<file path="src/design/frm_pkg.sv">
package frm_pkg;
   // ----------------------------------------------------------------
   // Register map (byte addresses)
   // ----------------------------------------------------------------
   localparam logic [5:0] ADDR_FAULT_ENABLE = 6'h00;
   localparam logic [5:0] ADDR_RESPONSE = 6'h04;
   localparam logic [5:0] ADDR_RETRY_INTERVAL = 6'h08;
   localparam logic [5:0] ADDR_CONTROL = 6'h0C;
   localparam logic [5:0] ADDR_STATUS = 6'h10;
   localparam logic [5:0] ADDR_PEAK_VOUT = 6'h14;
   localparam logic [5:0] ADDR_PEAK_IOUT = 6'h18;
   localparam logic [5:0] ADDR_PEAK_TEMP = 6'h1C;
   localparam logic [5:0] ADDR_LOG_FAULTS = 6'h20;
   localparam logic [5:0] ADDR_LOG_COUNT = 6'h24;
   localparam logic [5:0] ADDR_TEMP_LIMITS = 6'h28;

   // ----------------------------------------------------------------
   // Fault classes and field positions
   // ----------------------------------------------------------------
   localparam int NUM_FAULTS = 7;
   localparam int FAULT_OV = 0;
   localparam int FAULT_UV = 1;
   localparam int FAULT_OC = 2;
   localparam int FAULT_OT = 3;
   localparam int FAULT_TIMING = 4;
   localparam int FAULT_PEAK_OC = 5;
   localparam int FAULT_EXTERNAL = 6;
   localparam int CTRL_LOG_ENABLE = 0;
   localparam int CTRL_SYNC_ENABLE = 1;
   localparam int CTRL_RUN = 2;
   localparam int CTRL_CLEAR_LATCH = 3;
   localparam int STAT_NVM_BLOCKED = 8;
   localparam int STAT_LATCHED = 9;
   localparam int STAT_RETRY_WAIT = 10;
   localparam int STAT_RUNNING = 11;
   localparam int STAT_EXT_FAULT = 12;

   // ----------------------------------------------------------------
   // Reset values
   // ----------------------------------------------------------------
   localparam logic [6:0] RESET_FAULT_ENABLE = 7'h3F;
   localparam logic [13:0] RESET_RESPONSE = 14'h0AAA;
   localparam logic [15:0] RESET_RETRY_INTERVAL = 16'h0064;
   localparam logic [3:0] RESET_CONTROL = 4'h7;
   localparam logic [11:0] RESET_TEMP_HIGH = 12'h082;
   localparam logic [11:0] RESET_TEMP_LOW = 12'h078;

   // ----------------------------------------------------------------
   // Timing
   // ----------------------------------------------------------------
   localparam int CLOCK_MHZ = 250;
   localparam int SYNC_LOW_NS = 500;
   localparam int SYNC_LOW_CYCLES = SYNC_LOW_NS * CLOCK_MHZ / 1000;
   localparam int TIMEBASE_PERIOD_NS = 10000;
   localparam int TIMEBASE_PERIOD_CYCLES = TIMEBASE_PERIOD_NS * CLOCK_MHZ / 1000;
   localparam int TIMEBASE_LOW_NS = 1000;
   localparam int TIMEBASE_LOW_CYCLES = TIMEBASE_LOW_NS * CLOCK_MHZ / 1000;
   localparam int RETRY_UNIT_NS = 1000;
   localparam int RETRY_UNIT_CYCLES = RETRY_UNIT_NS * CLOCK_MHZ / 1000;
   localparam int SYNC_PERIOD_NS = 2000;
   localparam int SYNC_PERIOD_CYCLES = SYNC_PERIOD_NS * CLOCK_MHZ / 1000;

   // ----------------------------------------------------------------
   // Types
   // ----------------------------------------------------------------
   typedef enum logic [1:0] {RESP_IGNORE, RESP_LATCH, RESP_RETRY, RESP_SPARE} frm_resp_t;
   typedef enum logic [1:0] {ST_RUN, ST_LATCHED, ST_RETRY_WAIT} frm_state_t;
endpackage

</file>
<file path="src/design/frm_fault_response_manager.sv">
// The Avalon-MM slave port and the register offsets were left to the implementer.
`timescale 1ns/1ps
`default_nettype none
module frm_fault_response_manager
(
   input wire logic clock,
   input wire logic reset,
   // Avalon-MM slave
   input wire logic [5:0] address,
   input wire logic read,
   input wire logic write,
   input wire logic [31:0] writedata,
   output logic [31:0] readdata,
   output logic waitrequest,
   // Fault sources, high while present
   input wire logic [5:0] fault_sources,
   // Telemetry for peak tracking
   input wire logic [15:0] vout_sample,
   input wire logic [15:0] iout_sample,
   input wire logic [11:0] die_temperature,
   // Nonvolatile access request from the serial engine
   input wire logic nvm_request,
   input wire logic nvm_is_fault_log,
   output logic nvm_grant,
   // PWM demand from the control loop
   input wire logic pwm_top,
   input wire logic pwm_bottom,
   output logic top_gate_drive,
   output logic bottom_gate_drive,
   // Open-drain lines: input, output, output enable (low = driving)
   input wire logic fault_line_in,
   output logic fault_line_out,
   output logic fault_line_oe_n,
   input wire logic sync_line_in,
   output logic sync_line_out,
   output logic sync_line_oe_n,
   input wire logic timebase_line_in,
   output logic timebase_line_out,
   output logic timebase_line_oe_n,
   input wire logic channel_run_pin_in,
   output logic channel_run_pin_out,
   output logic channel_run_pin_oe_n,
   output logic power_good_output_out,
   output logic power_good_output_oe_n,
   input wire logic power_good,
   output logic sync_seen,
   output logic timebase_low_seen
);
   // ----------------------------------------------------------------
   // Synchronisers
   // ----------------------------------------------------------------
   logic fault_sync;
   logic sync_sync;
   logic timebase_sync;
   logic run_sync;

   frm_sync u_fault_sync (.clock(clock), .reset(reset), .async_in(fault_line_in),
      .sync_out(fault_sync));
   frm_sync u_sync_sync (.clock(clock), .reset(reset), .async_in(sync_line_in),
      .sync_out(sync_sync));
   frm_sync u_tb_sync (.clock(clock), .reset(reset), .async_in(timebase_line_in),
      .sync_out(timebase_sync));
   frm_sync u_run_sync (.clock(clock), .reset(reset), .async_in(channel_run_pin_in),
      .sync_out(run_sync));

   // ----------------------------------------------------------------
   // Registers
   // ----------------------------------------------------------------
   logic [6:0] fault_enable;
   logic [13:0] response;
   logic [15:0] retry_interval_setting;
   logic [3:0] control;
   logic [11:0] temp_high;
   logic [11:0] temp_low;
   logic [15:0] peak_vout;
   logic [15:0] peak_iout;
   logic [11:0] peak_temp;
   logic [6:0] log_faults;
   logic [15:0] log_count;
   logic [6:0] next_fault_enable;
   logic [13:0] next_response;
   logic [15:0] next_retry_interval_setting;
   logic [3:0] next_control;
   logic [11:0] next_temp_high;
   logic [11:0] next_temp_low;
   logic [15:0] next_peak_vout;
   logic [15:0] next_peak_iout;
   logic [11:0] next_peak_temp;
   logic [6:0] next_log_faults;
   logic [15:0] next_log_count;
   logic [31:0] next_readdata;
   logic read_pending;
   logic next_read_pending;
   logic peak_clear;

   // Response code of one fault class
   function automatic frm_pkg::frm_resp_t resp_of(input logic [13:0] r, input int idx);
      resp_of = frm_pkg::frm_resp_t'(r[idx*2 +: 2]);
   endfunction

   // ----------------------------------------------------------------
   // Fault evaluation
   // ----------------------------------------------------------------
   logic [6:0] fault_vector;
   logic [6:0] latch_hits;
   logic [6:0] retry_hits;
   logic shutdown_event;
   logic retry_event;
   logic latch_event;
   frm_pkg::frm_state_t state;
   frm_pkg::frm_state_t next_state;
   logic [15:0] retry_units;
   logic [15:0] next_retry_units;
   logic [7:0] unit_count;
   logic [7:0] next_unit_count;
   logic nvm_blocked;
   logic next_nvm_blocked;

   // External low on the shared line counts as a seventh fault class
   assign fault_vector = {~fault_sync, fault_sources};

   // Classify each active fault by its configured response
   genvar g;
   generate
      for (g = 0; g < frm_pkg::NUM_FAULTS; g++)
      begin : g_class
         assign latch_hits[g] = fault_vector[g] &&
            resp_of(response, g) == frm_pkg::RESP_LATCH;
         assign retry_hits[g] = fault_vector[g] &&
            resp_of(response, g) == frm_pkg::RESP_RETRY;
      end
   endgenerate

   assign latch_event = |latch_hits;
   assign retry_event = |retry_hits;
   assign shutdown_event = (state == frm_pkg::ST_RUN) && (latch_event || retry_event);

   // Shutdown state machine
   always_comb
   begin
      next_state = state;
      next_retry_units = retry_units;
      next_unit_count = unit_count;
      unique case (state)
         frm_pkg::ST_RUN:
         begin
            if (latch_event)
               next_state = frm_pkg::ST_LATCHED;
            else if (retry_event)
            begin
               next_state = frm_pkg::ST_RETRY_WAIT;
               next_retry_units = retry_interval_setting;
               next_unit_count = 8'h00;
            end
         end
         frm_pkg::ST_LATCHED:
         begin
            if (control[frm_pkg::CTRL_CLEAR_LATCH])
               next_state = frm_pkg::ST_RUN;
         end
         frm_pkg::ST_RETRY_WAIT:
         begin
            // Retry indefinitely: restart once the interval has elapsed
            if (unit_count == 8'(frm_pkg::RETRY_UNIT_CYCLES - 1))
            begin
               next_unit_count = 8'h00;
               if (retry_units == 16'h0000)
                  next_state = frm_pkg::ST_RUN;
               else
                  next_retry_units = retry_units - 16'h0001;
            end
            else
               next_unit_count = unit_count + 8'h01;
         end
      endcase
   end

   // Die-temperature hysteresis for nonvolatile access
   always_comb
   begin
      next_nvm_blocked = nvm_blocked;
      if (die_temperature > temp_high)
         next_nvm_blocked = 1'b1;
      else if (die_temperature < temp_low)
         next_nvm_blocked = 1'b0;
   end

   // ----------------------------------------------------------------
   // Fault log and peaks
   // ----------------------------------------------------------------
   always_comb
   begin
      next_peak_vout = peak_vout;
      next_peak_iout = peak_iout;
      next_peak_temp = peak_temp;
      next_log_faults = log_faults;
      next_log_count = log_count;
      if (peak_clear)
      begin
         next_peak_vout = vout_sample; // Sample in the clear cycle wins
         next_peak_iout = iout_sample;
         next_peak_temp = die_temperature;
      end
      else
      begin
         // Running peaks, always tracked
         if (vout_sample > peak_vout)
            next_peak_vout = vout_sample;
         if (iout_sample > peak_iout)
            next_peak_iout = iout_sample;
         if (die_temperature > peak_temp)
            next_peak_temp = die_temperature;
      end
      // Capture on shutdown when logging is enabled
      if (shutdown_event && control[frm_pkg::CTRL_LOG_ENABLE])
      begin
         next_log_faults = fault_vector;
         next_log_count = log_count + 16'h0001;
      end
   end

   // ----------------------------------------------------------------
   // Line timing: sync pulse and timebase
   // ----------------------------------------------------------------
   logic [11:0] tb_count;
   logic [11:0] next_tb_count;
   logic [8:0] sync_count;
   logic [8:0] next_sync_count;

   always_comb
   begin
      if (tb_count == 12'(frm_pkg::TIMEBASE_PERIOD_CYCLES - 1))
         next_tb_count = 12'h000;
      else
         next_tb_count = tb_count + 12'h001;
      if (sync_count == 9'(frm_pkg::SYNC_PERIOD_CYCLES - 1))
         next_sync_count = 9'h000;
      else
         next_sync_count = sync_count + 9'h001;
   end

   // ----------------------------------------------------------------
   // Avalon-MM slave: writes in one cycle, reads wait one cycle
   // ----------------------------------------------------------------
   assign waitrequest = read && !read_pending;
   assign peak_clear = write && address == frm_pkg::ADDR_PEAK_VOUT;

   always_comb
   begin
      next_fault_enable = fault_enable;
      next_response = response;
      next_retry_interval_setting = retry_interval_setting;
      next_control = control;
      next_temp_high = temp_high;
      next_temp_low = temp_low;
      next_read_pending = read && !read_pending;
      next_readdata = readdata;
      // Clear-latch bit is a one-shot
      next_control[frm_pkg::CTRL_CLEAR_LATCH] = 1'b0;
      if (write)
      begin
         unique case (address)
            frm_pkg::ADDR_FAULT_ENABLE: next_fault_enable = writedata[6:0];
            frm_pkg::ADDR_RESPONSE: next_response = writedata[13:0];
            frm_pkg::ADDR_RETRY_INTERVAL: next_retry_interval_setting = writedata[15:0];
            frm_pkg::ADDR_CONTROL: next_control = writedata[3:0];
            frm_pkg::ADDR_TEMP_LIMITS:
            begin
               next_temp_high = writedata[27:16];
               next_temp_low = writedata[11:0];
            end
            default: ;
         endcase
      end
      if (read && !read_pending)
      begin
         next_readdata = 32'h0000_0000;
         unique case (address)
            frm_pkg::ADDR_FAULT_ENABLE: next_readdata[6:0] = fault_enable;
            frm_pkg::ADDR_RESPONSE: next_readdata[13:0] = response;
            frm_pkg::ADDR_RETRY_INTERVAL: next_readdata[15:0] = retry_interval_setting;
            frm_pkg::ADDR_CONTROL: next_readdata[3:0] = control;
            frm_pkg::ADDR_STATUS:
            begin
               next_readdata[6:0] = fault_vector;
               next_readdata[frm_pkg::STAT_NVM_BLOCKED] = nvm_blocked;
               next_readdata[frm_pkg::STAT_LATCHED] = state == frm_pkg::ST_LATCHED;
               next_readdata[frm_pkg::STAT_RETRY_WAIT] = state == frm_pkg::ST_RETRY_WAIT;
               next_readdata[frm_pkg::STAT_RUNNING] = state == frm_pkg::ST_RUN;
               next_readdata[frm_pkg::STAT_EXT_FAULT] = ~fault_sync;
            end
            frm_pkg::ADDR_PEAK_VOUT: next_readdata[15:0] = peak_vout;
            frm_pkg::ADDR_PEAK_IOUT: next_readdata[15:0] = peak_iout;
            frm_pkg::ADDR_PEAK_TEMP: next_readdata[11:0] = peak_temp;
            frm_pkg::ADDR_LOG_FAULTS: next_readdata[6:0] = log_faults;
            frm_pkg::ADDR_LOG_COUNT: next_readdata[15:0] = log_count;
            frm_pkg::ADDR_TEMP_LIMITS: next_readdata = {4'h0, temp_high, 4'h0, temp_low};
            default: next_readdata = 32'h0000_0000;
         endcase
      end
   end

   // ----------------------------------------------------------------
   // State registers
   // ----------------------------------------------------------------
   always_ff @(posedge clock or posedge reset)
   begin
      if (reset)
      begin
         fault_enable <= frm_pkg::RESET_FAULT_ENABLE;
         response <= frm_pkg::RESET_RESPONSE;
         retry_interval_setting <= frm_pkg::RESET_RETRY_INTERVAL;
         control <= frm_pkg::RESET_CONTROL;
         temp_high <= frm_pkg::RESET_TEMP_HIGH;
         temp_low <= frm_pkg::RESET_TEMP_LOW;
         peak_vout <= 16'h0000;
         peak_iout <= 16'h0000;
         peak_temp <= 12'h000;
         log_faults <= 7'h00;
         log_count <= 16'h0000;
         readdata <= 32'h0000_0000;
         read_pending <= 1'b0;
         state <= frm_pkg::ST_RUN;
         retry_units <= 16'h0000;
         unit_count <= 8'h00;
         nvm_blocked <= 1'b0;
         tb_count <= 12'h000;
         sync_count <= 9'h000;
      end
      else
      begin
         fault_enable <= next_fault_enable;
         response <= next_response;
         retry_interval_setting <= next_retry_interval_setting;
         control <= next_control;
         temp_high <= next_temp_high;
         temp_low <= next_temp_low;
         peak_vout <= next_peak_vout;
         peak_iout <= next_peak_iout;
         peak_temp <= next_peak_temp;
         log_faults <= next_log_faults;
         log_count <= next_log_count;
         readdata <= next_readdata;
         read_pending <= next_read_pending;
         state <= next_state;
         retry_units <= next_retry_units;
         unit_count <= next_unit_count;
         nvm_blocked <= next_nvm_blocked;
         tb_count <= next_tb_count;
         sync_count <= next_sync_count;
      end
   end

   // ----------------------------------------------------------------
   // Outputs
   // ----------------------------------------------------------------
   logic running;
   logic next_top;
   logic next_bottom;
   logic next_fault_low;
   logic next_sync_low;
   logic next_tb_low;
   logic next_run_low;
   logic next_pg_low;
   logic next_grant;

   always_comb
   begin
      running = state == frm_pkg::ST_RUN && run_sync;
      next_top = pwm_top && running;
      next_bottom = pwm_bottom && running;
      if (fault_vector[frm_pkg::FAULT_OV])
      begin
         next_top = 1'b0;
         next_bottom = 1'b1;
      end
      next_fault_low = |(fault_enable[5:0] & fault_sources);
      next_sync_low = control[frm_pkg::CTRL_SYNC_ENABLE] &&
         sync_count < 9'(frm_pkg::SYNC_LOW_CYCLES);
      next_tb_low = tb_count < 12'(frm_pkg::TIMEBASE_LOW_CYCLES);
      next_run_low = !control[frm_pkg::CTRL_RUN] || state == frm_pkg::ST_LATCHED;
      next_pg_low = !power_good || !running;
      // Every request waits while hot, fault logging included; nvm_is_fault_log is not used
      next_grant = nvm_request && !nvm_blocked;
   end

   // Open-drain outputs only ever drive zero
   assign fault_line_out = 1'b0;
   assign sync_line_out = 1'b0;
   assign timebase_line_out = 1'b0;
   assign channel_run_pin_out = 1'b0;
   assign power_good_output_out = 1'b0;

   // Registered drives and enables
   always_ff @(posedge clock or posedge reset)
   begin
      if (reset)
      begin
         top_gate_drive <= 1'b0;
         bottom_gate_drive <= 1'b0;
         fault_line_oe_n <= 1'b1;
         sync_line_oe_n <= 1'b1;
         timebase_line_oe_n <= 1'b1;
         channel_run_pin_oe_n <= 1'b0;
         power_good_output_oe_n <= 1'b0;
         nvm_grant <= 1'b0;
         sync_seen <= 1'b0;
         timebase_low_seen <= 1'b0;
      end
      else
      begin
         top_gate_drive <= next_top;
         bottom_gate_drive <= next_bottom;
         fault_line_oe_n <= !next_fault_low;
         sync_line_oe_n <= !next_sync_low;
         timebase_line_oe_n <= !next_tb_low;
         channel_run_pin_oe_n <= !next_run_low;
         power_good_output_oe_n <= !next_pg_low;
         nvm_grant <= next_grant;
         sync_seen <= !sync_sync;
         timebase_low_seen <= !timebase_sync;
      end
   end
endmodule // frm_fault_response_manager
`default_nettype wire

</file>
<file path="src/design/frm_sync.sv">
`timescale 1ns/1ps
`default_nettype none
// Two-flop level synchroniser for one open-drain line
module frm_sync
(
   input wire logic clock,
   input wire logic reset,
   input wire logic async_in,
   output logic sync_out
);
   logic stage_one;
   logic next_stage_one;
   logic next_sync_out;

   // Idle level of an open-drain line is high
   always_comb
   begin
      next_stage_one = async_in;
      next_sync_out = stage_one;
   end

   // Only the second flop reads the first
   always_ff @(posedge clock or posedge reset)
   begin
      if (reset)
      begin
         stage_one <= 1'b1;
         sync_out <= 1'b1;
      end
      else
      begin
         stage_one <= next_stage_one;
         sync_out <= next_sync_out;
      end
   end
endmodule // frm_sync
`default_nettype wire

</file>
<file path="config.mk">
export PLATFORM = sky130hd
export DESIGN_NAME = frm_fault_response_manager
export DESIGN_NICKNAME = d
export VERILOG_FILES = /design/src/design/frm_pkg.sv /design/src/design/frm_fault_response_manager.sv /design/src/design/frm_sync.sv
export SDC_FILE = /design/constraint.sdc
export NUM_CORES = 1
export LEC_CHECK = 0
export BUFFER_PORTS_ARGS = -buffer_cell sky130_fd_sc_hd__buf_2
export CAP_MARGIN = 20
export CORE_MARGIN = 5
export CORE_UTILIZATION = 59
export DETAILED_ROUTE_END_ITERATION = 10
export PLACE_DENSITY = 0.81
export SLEW_MARGIN = 15
export SYNTH_ARGS = -nofsm -noshare
export SYNTH_HDL_FRONTEND = slang
export SYNTH_HIERARCHICAL = 1
export SYNTH_SLANG_ARGS = --single-unit
</file>
<file path="constraint.sdc">
create_clock -name clock -period 8.6 [get_ports clock]
set_input_delay 0.43 -clock clock [delete_from_list [all_inputs] [get_ports clock]]
set_output_delay 0.43 -clock clock [all_outputs]
set_load 0.02 [all_outputs]
</file>
==> results of run 1 <==
==> path summary, 6_finish.rpt <==
| path | end | cells after the start |
|---|---|---|
| max | peak_vout[15] | 8 |
| min | u_sync_sync/next_sync_out | 2 |
| max reg2reg | peak_vout[15] | 8 |
| min reg2reg | u_tb_sync/sync_out | 0 |
| max in group asynchronous | retry_units[0] | 4 |
| min in group clock | u_fault_sync/next_sync_out | 1 |
==> power groups by stage <==
| stage | registers [mW] | clock network, mW | logic (mW) |
|---|---|---|---|
| after floorplan | 1.36 | 0 | 0.625 |
| after global placement | 1.42 | 0 | 0.743 |
| after detailed placement | 1.43 | 0 | 0.787 |
| after CTS | 1.42 | 1.23 | 0.794 |
| after global routing | 1.44 | 1.28 | 0.887 |
| final | 1.43 | 1.22 | 0.802 |
==> synth_stat cells, types with 14 or more instances <==
cell,n
nand3_1,36
nand2_1,102
clkbuf_1,25
nor2_1,43
a222oi_1,17
a21oi_1,42
xnor2_1,17
o21ai_0,27
mux2_2,88
inv_1,91
a221oi_1,14
a22o_1,14
a21o_1,18
nand4_1,33
xor2_1,14
dfstp_2,35
a22oi_1,19
ha_1,77
mux2_4,20
dfrtp_1,192
==> area by class of cell <==
class	instances	area (µm²)	share of cell area, %
Timing Repair Buffer	152	833.3	5.945
Multi-Input combinational cell	761	5837	41.64
Inverter	91	349.1	2.491
Clock inverter	17	291.5	2.080
Clock buffer	27	643.1	4.588
Tap cell	270	337.8	2.410
Sequential cell	227	5724	40.84
==> routing by layer <==
metal	vias up	global-route usage (%)	wire [µm]
li1	4352	-	-
met1	4790	36.75	13290
met2	437	42.59	15230
met3	71	5.485	2797
met4	0	7.485	945
met5	-	0	0
==> per-stage QoR <==
stage / hold slack (ns) / instances / total power, mW
after global routing: 0.002159 / 1545 / 3.604
after floorplan: 0.3415 / 1128 / 1.983
after detailed placement: 0.3493 / 1495 / 2.218
final: 0.01256 / 1545 / 3.449
after CTS: 0.0008239 / 1542 / 3.441
after global placement: 0.3459 / 1495 / 2.166
==> worst max-delay path: stages (launching register included) <==
cell	delay, ns
dfrtp_1	0.39
inv_1	0.06
ha_1	0.29
nor2b_1	0.14
o211ai_1	0.20
a2111oi_0	0.19
a2111o_1	0.45
o22ai_2	0.83
mux2_2	0.43
==> sequential cells by signal, summed over array words and instances (netlist names), 2 cells and up <==
name / cells
readdata: 28
log_count: 16
peak_iout: 16
peak_vout: 16
retry_interval_setting: 16
retry_units: 16
response: 14
peak_temp: 12
tb_count: 12
temp_high: 12
temp_low: 12
sync_count: 9
unit_count: 8
fault_enable: 7
log_faults: 7
control: 4
state: 2
==> logic make-up (layout without fill, tap and decap cells) <==
group                      count (synthesis)  count (layout)  synth area share (%)
and+or+nand+nor                          311             311                 13.34
DFF                                      227             227                 47.20
AOI/OAI and AO/OA                        223             223                 13.52
buffers and inverters                    140             287                 4.921
muxes                                    110             110                 10.81
adders and majority gates                 77              77                 7.944
xor gates and xnor gates                  31              31                 2.239
other                                      1               9               0.03092
==> impl_metrics.yaml, run 1 <==
run_status:
  status: "finished clean"
drt:
  routed_via_density: 6.246
  routed_wl_mm: 32.26
  drc: 0
  num_vias: 9650
  drt_first_iter_violations: 946
  wire_per_inst_um: 20.88
  antenna_left: 0
  dr.pass1.iters: 6
job:
  maxCapViolCount: 0
sta:
  tightest_slew_ns: 1.107
  fin_setup_tns_ns: 0
  final.period_utilization_pct: 35.82
  finalClockSkew_ns: 0.01098
  hold_violations: 0
  setup_viol: 0
  slew_violations: 0
  min_period_ns: 3.081
  worst_slack_ns: 5.519
  fmax_ghz: 0.3246
  rsz0062_at_grt: "no"
  max_slew_margin_pct: 25.93
clocking:
  htreeDepth: 1
  cts.clk_slew.worst_paths_ns: 0.06
  cts_buffers: 24
  cts.sinks: 227
  post-cts-setup-buffers: 0
  cts_buffer_depth: 3
  hold_buffers: 3
  root_buffer: "clkbuf_16"
  cts_tree: "built"
  cts_resized: 0
  insertion_delay_ns: 0.52
synthesis:
  synthCells: 1120
  yosys.area.top_type_share_pct: 39.62
  yosysTopAreaCell: "dfrtp_1"
  yosysSeqAreaShare_pct: 47.20
  synthTopCellsByArea: "dfrtp_1 40%, mux2_2 8.2%, ha_1 7.9%, dfstp_2 7.6%, nand2_1 3.2%"
  synth-edff-count: 0
  synth_top_flop_cell: "dfrtp_1"
  synth.avg_cell_area_um2: 10.83
  synth_cell_types: 75
  ys_ff_latch: 227
  synthArstFlopShare_pct: 100.0
  mappedNetlistArea_mm2: 0.01213
  yosysWarnings: 6
floorplanning:
  core_area_mm2: 0.02023
  ios: 149
  start_util_pct: 59.94
  dieHeight_um: 153.4
  die_w_um: 153.4
  dieArea_mm2: 0.02352
  fp-row-count: 52
cells_and_area:
  fillCellCount: 1443
  fin_area_mm2: 0.01402
  area_growth_pct: 15.57
  layout_common_cells: "192 x dfrtp_1, 134 x buf_2, 102 x nand2_1"
  layout_commonest_cell: "dfrtp_1"
  fin_util_pct: 69.27
  antenna_cells: 0
  nNetsFinal: 1435
  drive_gt1_share_pct: 27.61
pwr:
  switchingPower_mw: 1.010
  combPwrFrac_pct: 23.3
  powerDensity_mw_per_mm2: 246.1
  p_seq_share_pct: 41.4
  peakVddDrop_mv: 0.2077
  clkPwrFrac_pct: 35.4
  sw_frac_of_total_pct: 29.27
  leakage_nw: 6.855
  p_int_mw: 2.440
global_route:
  overflow: 0
  grt_pass1_wl_mm: 50.86
  grt_use_total_pct: 26.47
  antenna_found_initial: 0
  grt_pass1_vias: 9579
  grt_max_degree: 141
worst_setup_path:
  cp.required_ns: 9.00
  r2r-start: "peak_vout[1]"
  end_kind: "flip-flop"
  worstSetupPathType: "flip-flop to flip-flop"
  start_kind: "flip-flop"
  cp-startpoint: "peak_vout[1]"
  crit_fanout: 16
  crit_arrival_ns: 3.48
  reg2reg_slack_ns: 5.52
placement:
  place_congestion: 0.9559
  hpwl_mm: 23.30
  dp_slack_ns: 5.497
  placed_area_mm2: 0.01301
  io_buffer_count: 134
worst_hold_path:
  min_path_type: "primary input to async pin"
No activity file was read; power rests on OpenSTA's default activity.
==> inputs of run 2 (changes only) <==
==> constraint.sdc (replaced) <==
create_clock -name clock -period 2.9 [get_ports clock]
set_input_delay 0.145 -clock clock [delete_from_list [all_inputs] [get_ports clock]]
set_output_delay 0.145 -clock clock [all_outputs]
set_load 0.02 [all_outputs]
==> impl_metrics.yaml, run 2 (synthesis gave the netlist of run 1 again) <==
sta:
  setup_viol: 0
  tightest_slew_ns: 0.8055
  fmax_ghz: 0.3747
  min_period_ns: 2.669
  rsz0062_at_grt: "no"
  finalClockSkew_ns: 0.01375
  max_slew_margin_pct: 46.19
  final.period_utilization_pct: 92.04
  hold_violations: 0
  slew_violations: 0
worst_hold_path:
  hold_start: "read"
  holdPathStages: 5
  min_to: "readdata[20]"
  min_path_type: "primary input to flip-flop"
cells_and_area:
  fillCellCount: 1322
  largest_reg_flops: 28
  nNetsFinal: 1537
  drive_gt1_share_pct: 26.83
  layout_commonest_cell: "dfrtp_1"
  regMostFlops: "readdata"
  area_growth_pct: 23.60
  fin_cells: 1650
  layout_common_cells: "192 x dfrtp_1, 134 x buf_2, 102 x nand2_1"
worst_setup_path:
  r2r_cells: 9
  cpPeakStageDelay_ns: 0.46
  crit_buf_inv: 2
  cp.required_ns: 3.31
  rr_endpoint: "peak_iout[12]"
  crit_fanout: 6
  r2r-start: "peak_iout[1]"
  path_cells: "inv_1 > ha_1 > nor2b_1 > o211ai_1 > a2111oi_0 > a2111o_1 > o22ai_4 > buf_4 > mux2_2"
  start_kind: "flip-flop"
  slowest_stage: "a2111o_1"
  cp_num_cells: 9
  cp_top_family: "compound AO/OA/AOI/OAI gates"
  end_kind: "flip-flop"
  crit_arrival_ns: 3.08
  reg2reg_slack_ns: 0.23
  worstSetupPathType: "flip-flop to flip-flop"
clocking:
  cts_tree: "built"
  post-cts-setup-buffers: 0
  cts_resized: 0
  cts.clk_slew.worst_paths_ns: 0.06
  cts.sinks: 227
  insertion_delay_ns: 0.53
  hold_buffers: 90
  cts_buffer_depth: 3
  cts_buffers: 26
  htreeDepth: 1
  root_buffer: "clkbuf_16"
pwr:
  combPwrFrac_pct: 25.4
  switchingPower_mw: 3.171
  sw_frac_of_total_pct: 30.66
  finalPower_mw: 10.34
  leakage_nw: 7.248
  p_seq_share_pct: 41.1
  powerDensity_mw_per_mm2: 689.8
  peakVddDrop_mv: 0.6468
  p_int_mw: 7.170
  clkPwrFrac_pct: 33.5
drt:
  routed.top_layer: "met4"
  drt-met1-wl_mm: 13.91
  routed_wl_mm: 34.65
  route.met2.wl_mm: 17.02
  drt_first_iter_violations: 942
  drc: 0
  wl_met3_mm: 2.464
  num_vias: 10210
  antenna_left: 0
  routed_via_density: 6.185
  wire_per_inst_um: 21.00
  dr.pass1.iters: 8
global_route:
  grt_max_degree: 76
  antenna_found_initial: 1
  overflow: 0
  grt_use_total_pct: 29.17
  grt_pass1_vias: 10510
  grt_pass1_wl_mm: 56.03
floorplanning:
  fp-row-count: 52
  ios: 149
  dieArea_mm2: 0.02352
  core_area_mm2: 0.02023
  dieHeight_um: 153.4
  die_w_um: 153.4
  start_util_pct: 59.94
run_status:
  status: "finished clean"
placement:
  io_buffer_count: 134
  place_congestion: 0.9300
  dp_cells: 1511
  hpwl_mm: 23.89
job:
  maxCapViolCount: 0
## run 2: cell count changes in the layout (fill, tap and decap cells not counted), sizes merged
cell         delta
inv             -1
buf            +13
clkinv          -1
bufinv          -4
clkinvlp        +7
diode           +1
dlygate4sd3    +87
clkbuf          +3
## run 2: how the worst max path moves through the flow
stage | start | endpoint | slack, ns
2_1_floorplan | reset | bottom_gate_drive | -0.08
3_3_place_gp | peak_iout[1] | peak_iout[12] | 0.39
3_5_place_dp | peak_vout[1] | peak_vout[11] | 0.30
4_1_cts | peak_vout[1] | peak_vout[14] | 0.26
5_1_grt | peak_iout[1] | peak_iout[0] | 0.09
6_report | peak_iout[1] | peak_iout[12] | 0.23
## run 2: final cells by class
cell class / instances / area (µm²) / area share [%]
multi-input combinational: 761 / 5839 / 38.95
sequential: 227 / 5724 / 38.19
timing repair buffer: 252 / 1819 / 12.14
clock buffer: 30 / 695.7 / 4.641
inverter: 91 / 345.3 / 2.304
tap: 270 / 337.8 / 2.254
clock inverter: 18 / 226.5 / 1.511
antenna: 1 / 2.502 / 0.01669
## run 2: layer usage
layer  up-vias  track usage (%)
met5         -                0
met4         0            9.125
met3       106            5.061
met2       466            48.93
met1      5069            39.00
li1       4565                -
## run 2: worst min-delay path: cells and delay by family
family | cells | cell delay [ns]
buf+inv | 2 | 0.30
simple gates | 3 | 0.19
## run 2: stage by stage
stage | setup WS (ns) | utilization (%) | setup TNS, ns | cell area [µm²] | hold WS, ns
floorplan | -0.07705 | - | -14.79 | 12160 | 0.05650
global placement | 0.3905 | 65.06 | 0 | 13170 | 0.2226
detailed placement | 0.2985 | 65.06 | 0 | 13170 | 0.2272
CTS | 0.2569 | 74.07 | 0 | 14990 | 0.1331
global route | 0.08714 | 74.08 | 0 | 14990 | 0.1734
finish | 0.2309 | 74.08 | 0 | 14990 | 0.1430
## run 2: power by group through the flow
stage | sequential, mW | combinational, mW | clock [mW]
after floorplan | 4.03 | 1.85 | 0
after global placement | 4.23 | 2.28 | 0
after detailed placement | 4.25 | 2.45 | 0
after CTS | 4.21 | 2.56 | 3.50
after global routing | 4.27 | 2.89 | 3.64
final | 4.25 | 2.62 | 3.47
